===== src/common/mpbs_map.svh =====
`ifndef MPBS_MAP_SVH
`define MPBS_MAP_SVH

// ----------------------------------------------------------------
// Register indices on the plain register port
// ----------------------------------------------------------------
`define MPBS_SLOT_BASE 5'h00
`define MPBS_SLOT_LAST 5'h04
`define MPBS_METHOD 5'h05
`define MPBS_TIME_BASE 5'h08
`define MPBS_TIME_LAST 5'h0F
`define MPBS_ZERO_B1 5'h10
`define MPBS_ZERO_B2 5'h11
`define MPBS_STATUS 5'h12

// ----------------------------------------------------------------
// Field positions
// ----------------------------------------------------------------
`define MPBS_TIME_BANK_BIT 2
`define MPBS_ST_MAIN_BIT 0
`define MPBS_ST_LIVE_BIT 1
`define MPBS_ST_RAMP_BIT 2
`define MPBS_ST_STOP_BIT 3
`define MPBS_ST_TERM_LSB 8

// ----------------------------------------------------------------
// Terminal function codes
// ----------------------------------------------------------------
`define MPBS_FN_SECOND_BANK 8'h08
`define MPBS_FN_ALT_RAMP 8'h09
`define MPBS_FN_LIVE_BANK 8'h53
`define MPBS_METHOD_TERMINAL 2'h0

// ----------------------------------------------------------------
// Reset values
// ----------------------------------------------------------------
`define MPBS_SLOT_RST 8'hFF
`define MPBS_METHOD_RST 2'h0
`define MPBS_TIME_RST 16'h0000
`define MPBS_ZERO_RST 16'h0000

`endif


===== src/common/mpbs_pkg.sv =====
package mpbs_pkg;
  typedef logic [4:0] mpbs_addr_t;
  typedef logic [15:0] mpbs_data_t;
  typedef logic [7:0] mpbs_func_t;
  typedef logic [4:0] mpbs_term_t;
  // Ramp time slot within one bank
  typedef enum logic [1:0] {
    MPBS_ACC_ONE = 2'b00,
    MPBS_DEC_ONE = 2'b01,
    MPBS_ACC_TWO = 2'b10,
    MPBS_DEC_TWO = 2'b11
  } mpbs_time_sel_t;
endpackage


===== src/core/mpbs_bank_select.sv =====
// Our own choices: the register offsets and the address-and-strobe port.
`timescale 1ns/1ps
`include "mpbs_map.svh"

// How it works
// Second-bank terminal on selects second bank
// Second-bank terminal off returns first bank
// Main bank held while running
// Live select swaps immediately while running
// Live swap covers only the limited subset, not the full bank
// Functions assigned only to five slots
// Ramp select on uses second ramp times
// Ramp select off uses first ramp times
// Ramp select mid-ramp changes rate then
// Ramp select needs terminal method 00
// Sync terminal inputs; latch bank on stopped cycle
module mpbs_bank_select (
  input wire logic core_clk,
  input wire logic rst_n,
  input wire mpbs_pkg::mpbs_term_t terminal_in,
  input wire logic drive_stopped,
  input wire mpbs_pkg::mpbs_addr_t reg_addr,
  input wire mpbs_pkg::mpbs_data_t reg_wdata,
  input wire logic reg_wr,
  input wire logic reg_rd,
  output mpbs_pkg::mpbs_data_t reg_rdata_ff,
  output logic main_bank_sel_ff,
  output logic live_bank_sel_ff,
  output logic alt_ramp_select_ff,
  output mpbs_pkg::mpbs_data_t accel_time_ff,
  output mpbs_pkg::mpbs_data_t decel_time_ff,
  output mpbs_pkg::mpbs_data_t multispeed_zero_freq_ff
);
  import mpbs_pkg::*;

  // ----------------------------------------------------------------
  // Terminal synchroniser
  // ----------------------------------------------------------------
  mpbs_term_t term_sync;

  mpbs_term_sync u_sync (
    .core_clk(core_clk),
    .rst_n(rst_n),
    .term_async(terminal_in),
    .term_sync_ff(term_sync)
  );

  // ----------------------------------------------------------------
  // Configuration registers
  // ----------------------------------------------------------------
  mpbs_func_t slot_ff [5];
  logic [1:0] ramp_switch_method_ff;
  mpbs_data_t time_ff [8];
  mpbs_data_t zero_ff [2];

  // Only the five terminal slots carry functions
  genvar gi;
  generate
    for (gi = 0; gi < 5; gi++) begin : g_slot
      always_ff @(posedge core_clk or negedge rst_n) begin
        if (!rst_n) begin
          slot_ff[gi] <= `MPBS_SLOT_RST;
        end else if (reg_wr && reg_addr == `MPBS_SLOT_BASE + 5'(gi)) begin
          slot_ff[gi] <= reg_wdata[7:0];
        end
      end
    end
    for (gi = 0; gi < 8; gi++) begin : g_time
      always_ff @(posedge core_clk or negedge rst_n) begin
        if (!rst_n) begin
          time_ff[gi] <= `MPBS_TIME_RST;
        end else if (reg_wr && reg_addr == `MPBS_TIME_BASE + 5'(gi)) begin
          time_ff[gi] <= reg_wdata;
        end
      end
    end
  endgenerate

  always_ff @(posedge core_clk or negedge rst_n) begin
    if (!rst_n) begin
      ramp_switch_method_ff <= `MPBS_METHOD_RST;
      zero_ff[0] <= `MPBS_ZERO_RST;
      zero_ff[1] <= `MPBS_ZERO_RST;
    end else if (reg_wr) begin
      if (reg_addr == `MPBS_METHOD) begin
        ramp_switch_method_ff <= reg_wdata[1:0];
      end
      if (reg_addr == `MPBS_ZERO_B1) begin
        zero_ff[0] <= reg_wdata;
      end
      if (reg_addr == `MPBS_ZERO_B2) begin
        zero_ff[1] <= reg_wdata;
      end
    end
  end

  // ----------------------------------------------------------------
  // Function decode over the slots
  // ----------------------------------------------------------------
  logic [4:0] set_hit;
  logic [4:0] live_hit;
  logic [4:0] ramp_hit;
  logic set_act;
  logic live_act;
  logic ramp_act;

  generate
    for (gi = 0; gi < 5; gi++) begin : g_dec
      assign set_hit[gi] = term_sync[gi] &&
                           slot_ff[gi] == `MPBS_FN_SECOND_BANK;
      assign live_hit[gi] = term_sync[gi] &&
                            slot_ff[gi] == `MPBS_FN_LIVE_BANK;
      assign ramp_hit[gi] = term_sync[gi] &&
                            slot_ff[gi] == `MPBS_FN_ALT_RAMP;
    end
  endgenerate

  assign set_act = |set_hit;
  assign live_act = |live_hit;
  // Other switch methods leave the terminal without effect
  assign ramp_act = |ramp_hit &&
    ramp_switch_method_ff == `MPBS_METHOD_TERMINAL;

  // ----------------------------------------------------------------
  // Bank and ramp selection
  // ----------------------------------------------------------------
  logic nxt_main_bank;
  logic nxt_live_bank;
  logic acc_idx_hi;
  mpbs_time_sel_t acc_sel;
  mpbs_time_sel_t dec_sel;
  mpbs_data_t acc_two_cur;
  mpbs_data_t dec_one_cur;

  always_comb begin
    // Latch follows terminal only in the stopped cycle
    nxt_main_bank = drive_stopped ? set_act : main_bank_sel_ff;
    // Live select overrides without waiting for a stop
    nxt_live_bank = nxt_main_bank | live_act;
    acc_idx_hi = nxt_live_bank;
    acc_sel = ramp_act ? MPBS_ACC_TWO : MPBS_ACC_ONE;
    dec_sel = ramp_act ? MPBS_DEC_TWO : MPBS_DEC_ONE;
    acc_two_cur = time_ff[{acc_idx_hi, MPBS_ACC_TWO}];
    dec_one_cur = time_ff[{acc_idx_hi, MPBS_DEC_ONE}];
  end

  // Full bank (sources, thermal, motor constants) changes only here
  always_ff @(posedge core_clk or negedge rst_n) begin
    if (!rst_n) begin
      main_bank_sel_ff <= 1'b0;
    end else begin
      main_bank_sel_ff <= nxt_main_bank;
    end
  end

  // Limited subset: ramp times, zero speed, boost, limits, two-stage
  always_ff @(posedge core_clk or negedge rst_n) begin
    if (!rst_n) begin
      live_bank_sel_ff <= 1'b0;
      multispeed_zero_freq_ff <= `MPBS_ZERO_RST;
    end else begin
      live_bank_sel_ff <= nxt_live_bank;
      multispeed_zero_freq_ff <= zero_ff[nxt_live_bank];
    end
  end

  // Rate follows the terminal every cycle, so a ramp in flight changes
  always_ff @(posedge core_clk or negedge rst_n) begin
    if (!rst_n) begin
      alt_ramp_select_ff <= 1'b0;
      accel_time_ff <= `MPBS_TIME_RST;
      decel_time_ff <= `MPBS_TIME_RST;
    end else begin
      alt_ramp_select_ff <= ramp_act;
      accel_time_ff <= time_ff[{nxt_live_bank, acc_sel}];
      decel_time_ff <= time_ff[{nxt_live_bank, dec_sel}];
    end
  end

  // ----------------------------------------------------------------
  // Register read port
  // ----------------------------------------------------------------
  always_ff @(posedge core_clk or negedge rst_n) begin
    if (!rst_n) begin
      reg_rdata_ff <= 16'h0000;
    end else if (!reg_rd) begin
      reg_rdata_ff <= 16'h0000;
    end else if (reg_addr <= `MPBS_SLOT_LAST) begin
      reg_rdata_ff <= {8'h00, slot_ff[reg_addr[2:0]]};
    end else if (reg_addr == `MPBS_METHOD) begin
      reg_rdata_ff <= {14'h0000, ramp_switch_method_ff};
    end else if (reg_addr >= `MPBS_TIME_BASE &&
                 reg_addr <= `MPBS_TIME_LAST) begin
      reg_rdata_ff <= time_ff[reg_addr[2:0]];
    end else if (reg_addr == `MPBS_ZERO_B1) begin
      reg_rdata_ff <= zero_ff[0];
    end else if (reg_addr == `MPBS_ZERO_B2) begin
      reg_rdata_ff <= zero_ff[1];
    end else if (reg_addr == `MPBS_STATUS) begin
      reg_rdata_ff <= {3'h0, term_sync, 4'h0, drive_stopped,
                       alt_ramp_select_ff, live_bank_sel_ff,
                       main_bank_sel_ff};
    end else begin
      reg_rdata_ff <= 16'h0000;
    end
  end

  // ----------------------------------------------------------------
  // Assertions
  // ----------------------------------------------------------------
  property p_r1_select_second;
    @(posedge core_clk) disable iff (!rst_n)
      drive_stopped && set_act |=> main_bank_sel_ff && live_bank_sel_ff;
  endproperty
  a_r1_select_second: assert property (p_r1_select_second)
    else $error("second bank not taken while stopped");

  property p_r2_return_first;
    @(posedge core_clk) disable iff (!rst_n)
      drive_stopped && !set_act && !live_act |=>
        !main_bank_sel_ff && !live_bank_sel_ff;
  endproperty
  a_r2_return_first: assert property (p_r2_return_first)
    else $error("first bank not restored while stopped");

  property p_r3_hold_running;
    @(posedge core_clk) disable iff (!rst_n)
      !drive_stopped[*2] |-> $stable(main_bank_sel_ff);
  endproperty
  a_r3_hold_running: assert property (p_r3_hold_running)
    else $error("main bank changed while running");

  property p_r4_live_now;
    @(posedge core_clk) disable iff (!rst_n)
      live_act |=> live_bank_sel_ff;
  endproperty
  a_r4_live_now: assert property (p_r4_live_now)
    else $error("live select did not switch next cycle");

  property p_r5_subset_only;
    @(posedge core_clk) disable iff (!rst_n)
      live_act && !drive_stopped |=>
        main_bank_sel_ff == $past(main_bank_sel_ff) &&
        multispeed_zero_freq_ff == $past(zero_ff[1]);
  endproperty
  a_r5_subset_only: assert property (p_r5_subset_only)
    else $error("live select touched the full bank");

  property p_r7_second_ramp;
    @(posedge core_clk) disable iff (!rst_n)
      ramp_act |=> alt_ramp_select_ff && accel_time_ff == $past(acc_two_cur);
  endproperty
  a_r7_second_ramp: assert property (p_r7_second_ramp)
    else $error("second ramp times not used");

  property p_r8_first_ramp;
    @(posedge core_clk) disable iff (!rst_n)
      !ramp_act |=> !alt_ramp_select_ff &&
        decel_time_ff == $past(dec_one_cur);
  endproperty
  a_r8_first_ramp: assert property (p_r8_first_ramp)
    else $error("first ramp times not restored");

  property p_r9_mid_ramp;
    @(posedge core_clk) disable iff (!rst_n)
      !drive_stopped && $rose(ramp_act) |=> $rose(alt_ramp_select_ff);
  endproperty
  a_r9_mid_ramp: assert property (p_r9_mid_ramp)
    else $error("ramp rate did not change while running");

  property p_r10_method_gate;
    @(posedge core_clk) disable iff (!rst_n)
      ramp_switch_method_ff != `MPBS_METHOD_TERMINAL |=> !alt_ramp_select_ff;
  endproperty
  a_r10_method_gate: assert property (p_r10_method_gate)
    else $error("ramp select acted under another method");

  property p_r11_latch_cycle;
    @(posedge core_clk) disable iff (!rst_n)
      drive_stopped && set_act != main_bank_sel_ff |=>
        main_bank_sel_ff != $past(main_bank_sel_ff);
  endproperty
  a_r11_latch_cycle: assert property (p_r11_latch_cycle)
    else $error("bank not latched in the stopped cycle");

  c_bank_switch: cover property (@(posedge core_clk) disable iff (!rst_n)
    drive_stopped && set_act && !main_bank_sel_ff);
  c_live_running: cover property (@(posedge core_clk) disable iff (!rst_n)
    !drive_stopped && live_act && !live_bank_sel_ff);
  c_ramp_running: cover property (@(posedge core_clk) disable iff (!rst_n)
    !drive_stopped && $rose(ramp_act));
endmodule // mpbs_bank_select


===== src/core/mpbs_term_sync.sv =====
`timescale 1ns/1ps
module mpbs_term_sync (
  input wire logic core_clk,
  input wire logic rst_n,
  input wire mpbs_pkg::mpbs_term_t term_async,
  output mpbs_pkg::mpbs_term_t term_sync_ff
);
  import mpbs_pkg::*;

  mpbs_term_t meta_ff;

  // First stage feeds only the second stage
  always_ff @(posedge core_clk or negedge rst_n) begin
    if (!rst_n) begin
      meta_ff <= 5'h00;
      term_sync_ff <= 5'h00;
    end else begin
      meta_ff <= term_async;
      term_sync_ff <= meta_ff;
    end
  end
endmodule // mpbs_term_sync


===== config.mk =====
export PLATFORM = sky130hd
export DESIGN_NAME = mpbs_bank_select
export DESIGN_NICKNAME = d
export VERILOG_FILES = /design/src/common/mpbs_pkg.sv /design/src/core/mpbs_bank_select.sv /design/src/core/mpbs_term_sync.sv
export VERILOG_INCLUDE_DIRS = /design/src /design/src/common
export SDC_FILE = /design/constraint.sdc
export NUM_CORES = 1
export LEC_CHECK = 0
export BUFFER_PORTS_ARGS = -buffer_cell sky130_fd_sc_hd__buf_2
export CORE_MARGIN = 5
export CORE_UTILIZATION = 65
export DETAILED_ROUTE_END_ITERATION = 8
export PLACE_DENSITY = 0.85
export SETUP_SLACK_MARGIN = 0.1
export SLEW_MARGIN = 30
export SYNTH_ARGS = -nofsm -noshare
export SYNTH_HDL_FRONTEND = slang
export SYNTH_SLANG_ARGS = --single-unit

===== constraint.sdc =====
create_clock -name core_clk -period 3.6 [get_ports core_clk]
set_clock_uncertainty 0.05 [all_clocks]
set_input_delay 0.54 -clock core_clk [delete_from_list [all_inputs] [get_ports core_clk]]
set_output_delay 0.54 -clock core_clk [all_outputs]
set_load 0.03 [all_outputs]

==> flow_summary.ini <==
[status]
outcome = finished, violations left
violations = negative hold slack

[floorplanning]
die_h_um = 150
rows = 51
dieArea_sq_um = 22600
pin_count = 98
start_util_pct = 65.9
die_width_um = 150
core_area_sq_um = 19500

[sta]
tightestPinTransition_ns = 0.890
finalSetupViolCount = 0
holdWs_ns = -0.0125
tns_ns = 0
final_hold_viol_count = 2
finalCritPeriodShare_pct = 89.3
slew_headroom_pct = 40.7
grt_setup_unrepaired = no
slew_viol_final = 0
period_minus_slack_ns = 3.21
fmax_ghz = 0.311

[synthesis]
ys_ff_latch = 279
yosys.cell_types.count = 42
synth-warning-count = 0
ys_seq_area_share_pct = 54.8
syn_area_per_cell_sq_um = 14.4
syn_area_sq_um = 12800
syn-num-nets = 924
synthCells = 893

[global_route]
grt_max_degree = 104
grt_usage_pct = 28.2
overflow = 0
antenna_found_initial = 1
grt_pass1_wl_um = 48900
grt_most_used_layer = met2
met2_usage_pct = 46.0
use_met3_pct = 4.82
grt_pass1_vias = 8666
met1_usage_pct = 38.2

[layout]
fin_cells = 1269
area_growth_pct = 13.1
final_common_cell = dfrtp_1
most-common-layout-cells = dfrtp_1, mux2_2, mux2i_1
antenna_cells = 0
layout.nets = 1014
drive_gt1_share_pct = 46.5

[worst_setup_path]
end_kind = flip-flop
setup.worst_path.class = flip-flop to flip-flop
critPathLaunchType = flip-flop
cp.required_ns = 4.01
critical-path-slowest-cell = or4_2
crit_fanout = 27
crit_chain = or4b_2 > o311ai_1 > o32a_2 > or4_2 > buf_4 > mux2i_1
cp.arrival_ns = 3.62
max_stage_delay_ns = 0.71

[pwr]
ir_worst_vdd_uv = 387
powerDensity_nw_per_um2 = 614
leakage_nw = 7.03

[clock_tree]
holdBufCountCts = 0
cts_tree = built
cts_resized = 0
htreeDepth = 1
cts_sinks = 279
clk_pin_slew_ns = 0.07
cts_setup_buffers = 0
clock_latency_ns = 0.55
clock_path_buffers = 3
cts_root_buf = clkbuf_16
numCtsBuffers = 28

[routing]
wl_per_cell_um = 24.3
dr.pass1.iters = 5
via_per_inst = 6.42
vias = 8149
drtIter0Drc = 659
drc = 0
drt_wl_total_um = 30900
ant_nets = 0

[min_path]
hold_class = input port to asynchronous set/reset pin

[place]
gp_congestion = 0.943
place_inst = 1218
port_buffers = 97
hpwl_um = 19300

[job]
cap_violations = 0
-- flip-flops by register name, summed over array words and instances (netlist names) --
name	flops
time_ff	128
slot_ff	40
zero_ff	32
accel_time_ff	16
decel_time_ff	16
multispeed_zero_freq_ff	16
reg_rdata_ff	16
u_sync.meta_ff	5
u_sync.term_sync_ff	5
ramp_switch_method_ff	2
alt_ramp_select_ff	1
live_bank_sel_ff	1
main_bank_sel_ff	1
-- worst paths after layout --
kind                                   start                endpoint  slack [ns]  depth (start not counted)
setup / recovery                  slot_ff[3]        accel_time_ff[6]        0.39                          6
hold / removal                         rst_n             time_ff[66]       -0.01                          1
setup reg to reg                  slot_ff[3]        accel_time_ff[6]        0.39                          6
hold reg to reg            u_sync.meta_ff[1]  u_sync.term_sync_ff[1]        0.31                          0
max in group asynchronous              rst_n             zero_ff[20]        2.55                          2
min in group core_clk         terminal_in[3]       u_sync.meta_ff[3]        0.05                          1
-- per-stage QoR --
stage | instance area [sq um] | utilization [%] | worst slack (ns) | hold slack, ns | power (mW)
4_1_cts | 14500 | 74.6 | 0.433 | 0.0292 | 8.94
6_report | 14500 | 74.6 | 0.386 | -0.0125 | 8.90
3_3_place_gp | 13600 | 70.0 | 0.566 | 0.304 | 6.01
3_5_place_dp | 13600 | 70.0 | 0.489 | 0.304 | 6.10
2_1_floorplan | 12800 | - | 1.13 | 0.194 | 5.50
5_1_grt | 14500 | 74.6 | 0.286 | 0.0264 | 9.28
-- report_power, final --
group          total (mW)  internal [mW]  switching, mW  leakage [nW]
Clock                2.82           1.64           1.18         0.441
Sequential           4.23           3.81          0.421          3.48
Combinational        1.85          0.870          0.982          3.11
Total                8.90           6.32           2.58          7.03
-- critical path, delay by kind of cell, from the launching register on --
family                 cells  cell delay [ns]
AND/OR/NAND/NOR            2             1.32
flip-flops                 1             0.56
AO/OA/AOI/OAI              2             0.46
buffers and inverters      1             0.46
multiplexers               1             0.26
-- cell families after synthesis --
| group | Yosys count | share of synthesized area [%] |
|---|---|---|
| buffers and inverters | 68 | 2.44 |
| multiplexers | 371 | 35.0 |
| flip-flops | 279 | 54.8 |
| AND/OR/NAND/NOR | 116 | 4.69 |
| AO/OA/AOI/OAI | 59 | 3.06 |
-- cell usage after synthesis, drive strengths merged --
library cell | count | area (sq um)
o22ai | 5 | 31.3
mux2i | 111 | 1110
o21ai | 6 | 30.0
nand3 | 11 | 55.1
and2 | 1 | 6.26
nand2 | 42 | 158
clkinv | 1 | 3.75
or4 | 1 | 7.51
nor2b | 8 | 50.1
and4b | 3 | 30.0
nand4b | 2 | 17.5
mux4 | 40 | 901
nand3b | 1 | 7.51
nor4b | 8 | 70.1
a22oi | 6 | 45.0
buf | 38 | 200
a21boi | 4 | 30.0
and3 | 4 | 25.0
nor3 | 5 | 36.3
o311ai | 2 | 17.5
inv | 4 | 15.0
a21oi | 21 | 105
a221oi | 5 | 43.8
o22a | 5 | 43.8
nor3b | 1 | 12.5
a22o | 4 | 35.0
dfstp | 40 | 1050
o32a | 1 | 11.3
nand2b | 1 | 6.26
clkbuf | 25 | 93.8
dfrtp | 239 | 5980
nand4 | 1 | 6.26
nor2 | 25 | 93.8
mux2 | 220 | 2480
or4b | 2 | 20.0
-- layout make-up --
type,instances,area [sq um]
clock buffer,40,776
clock inverter,11,115
multi-input combinational,546,5500
sequential,279,7030
inverter,5,18.8
tap,265,332
fill,1154,4950
timing repair buffer,123,743
-- per-layer routing --
metal	up-vias	share of wire, %
met5	-	0.032
met4	2	4.1
met3	103	6.8
met2	342	48
met1	4217	41
li1	3485	-
(Power assumes the default switching activity.)
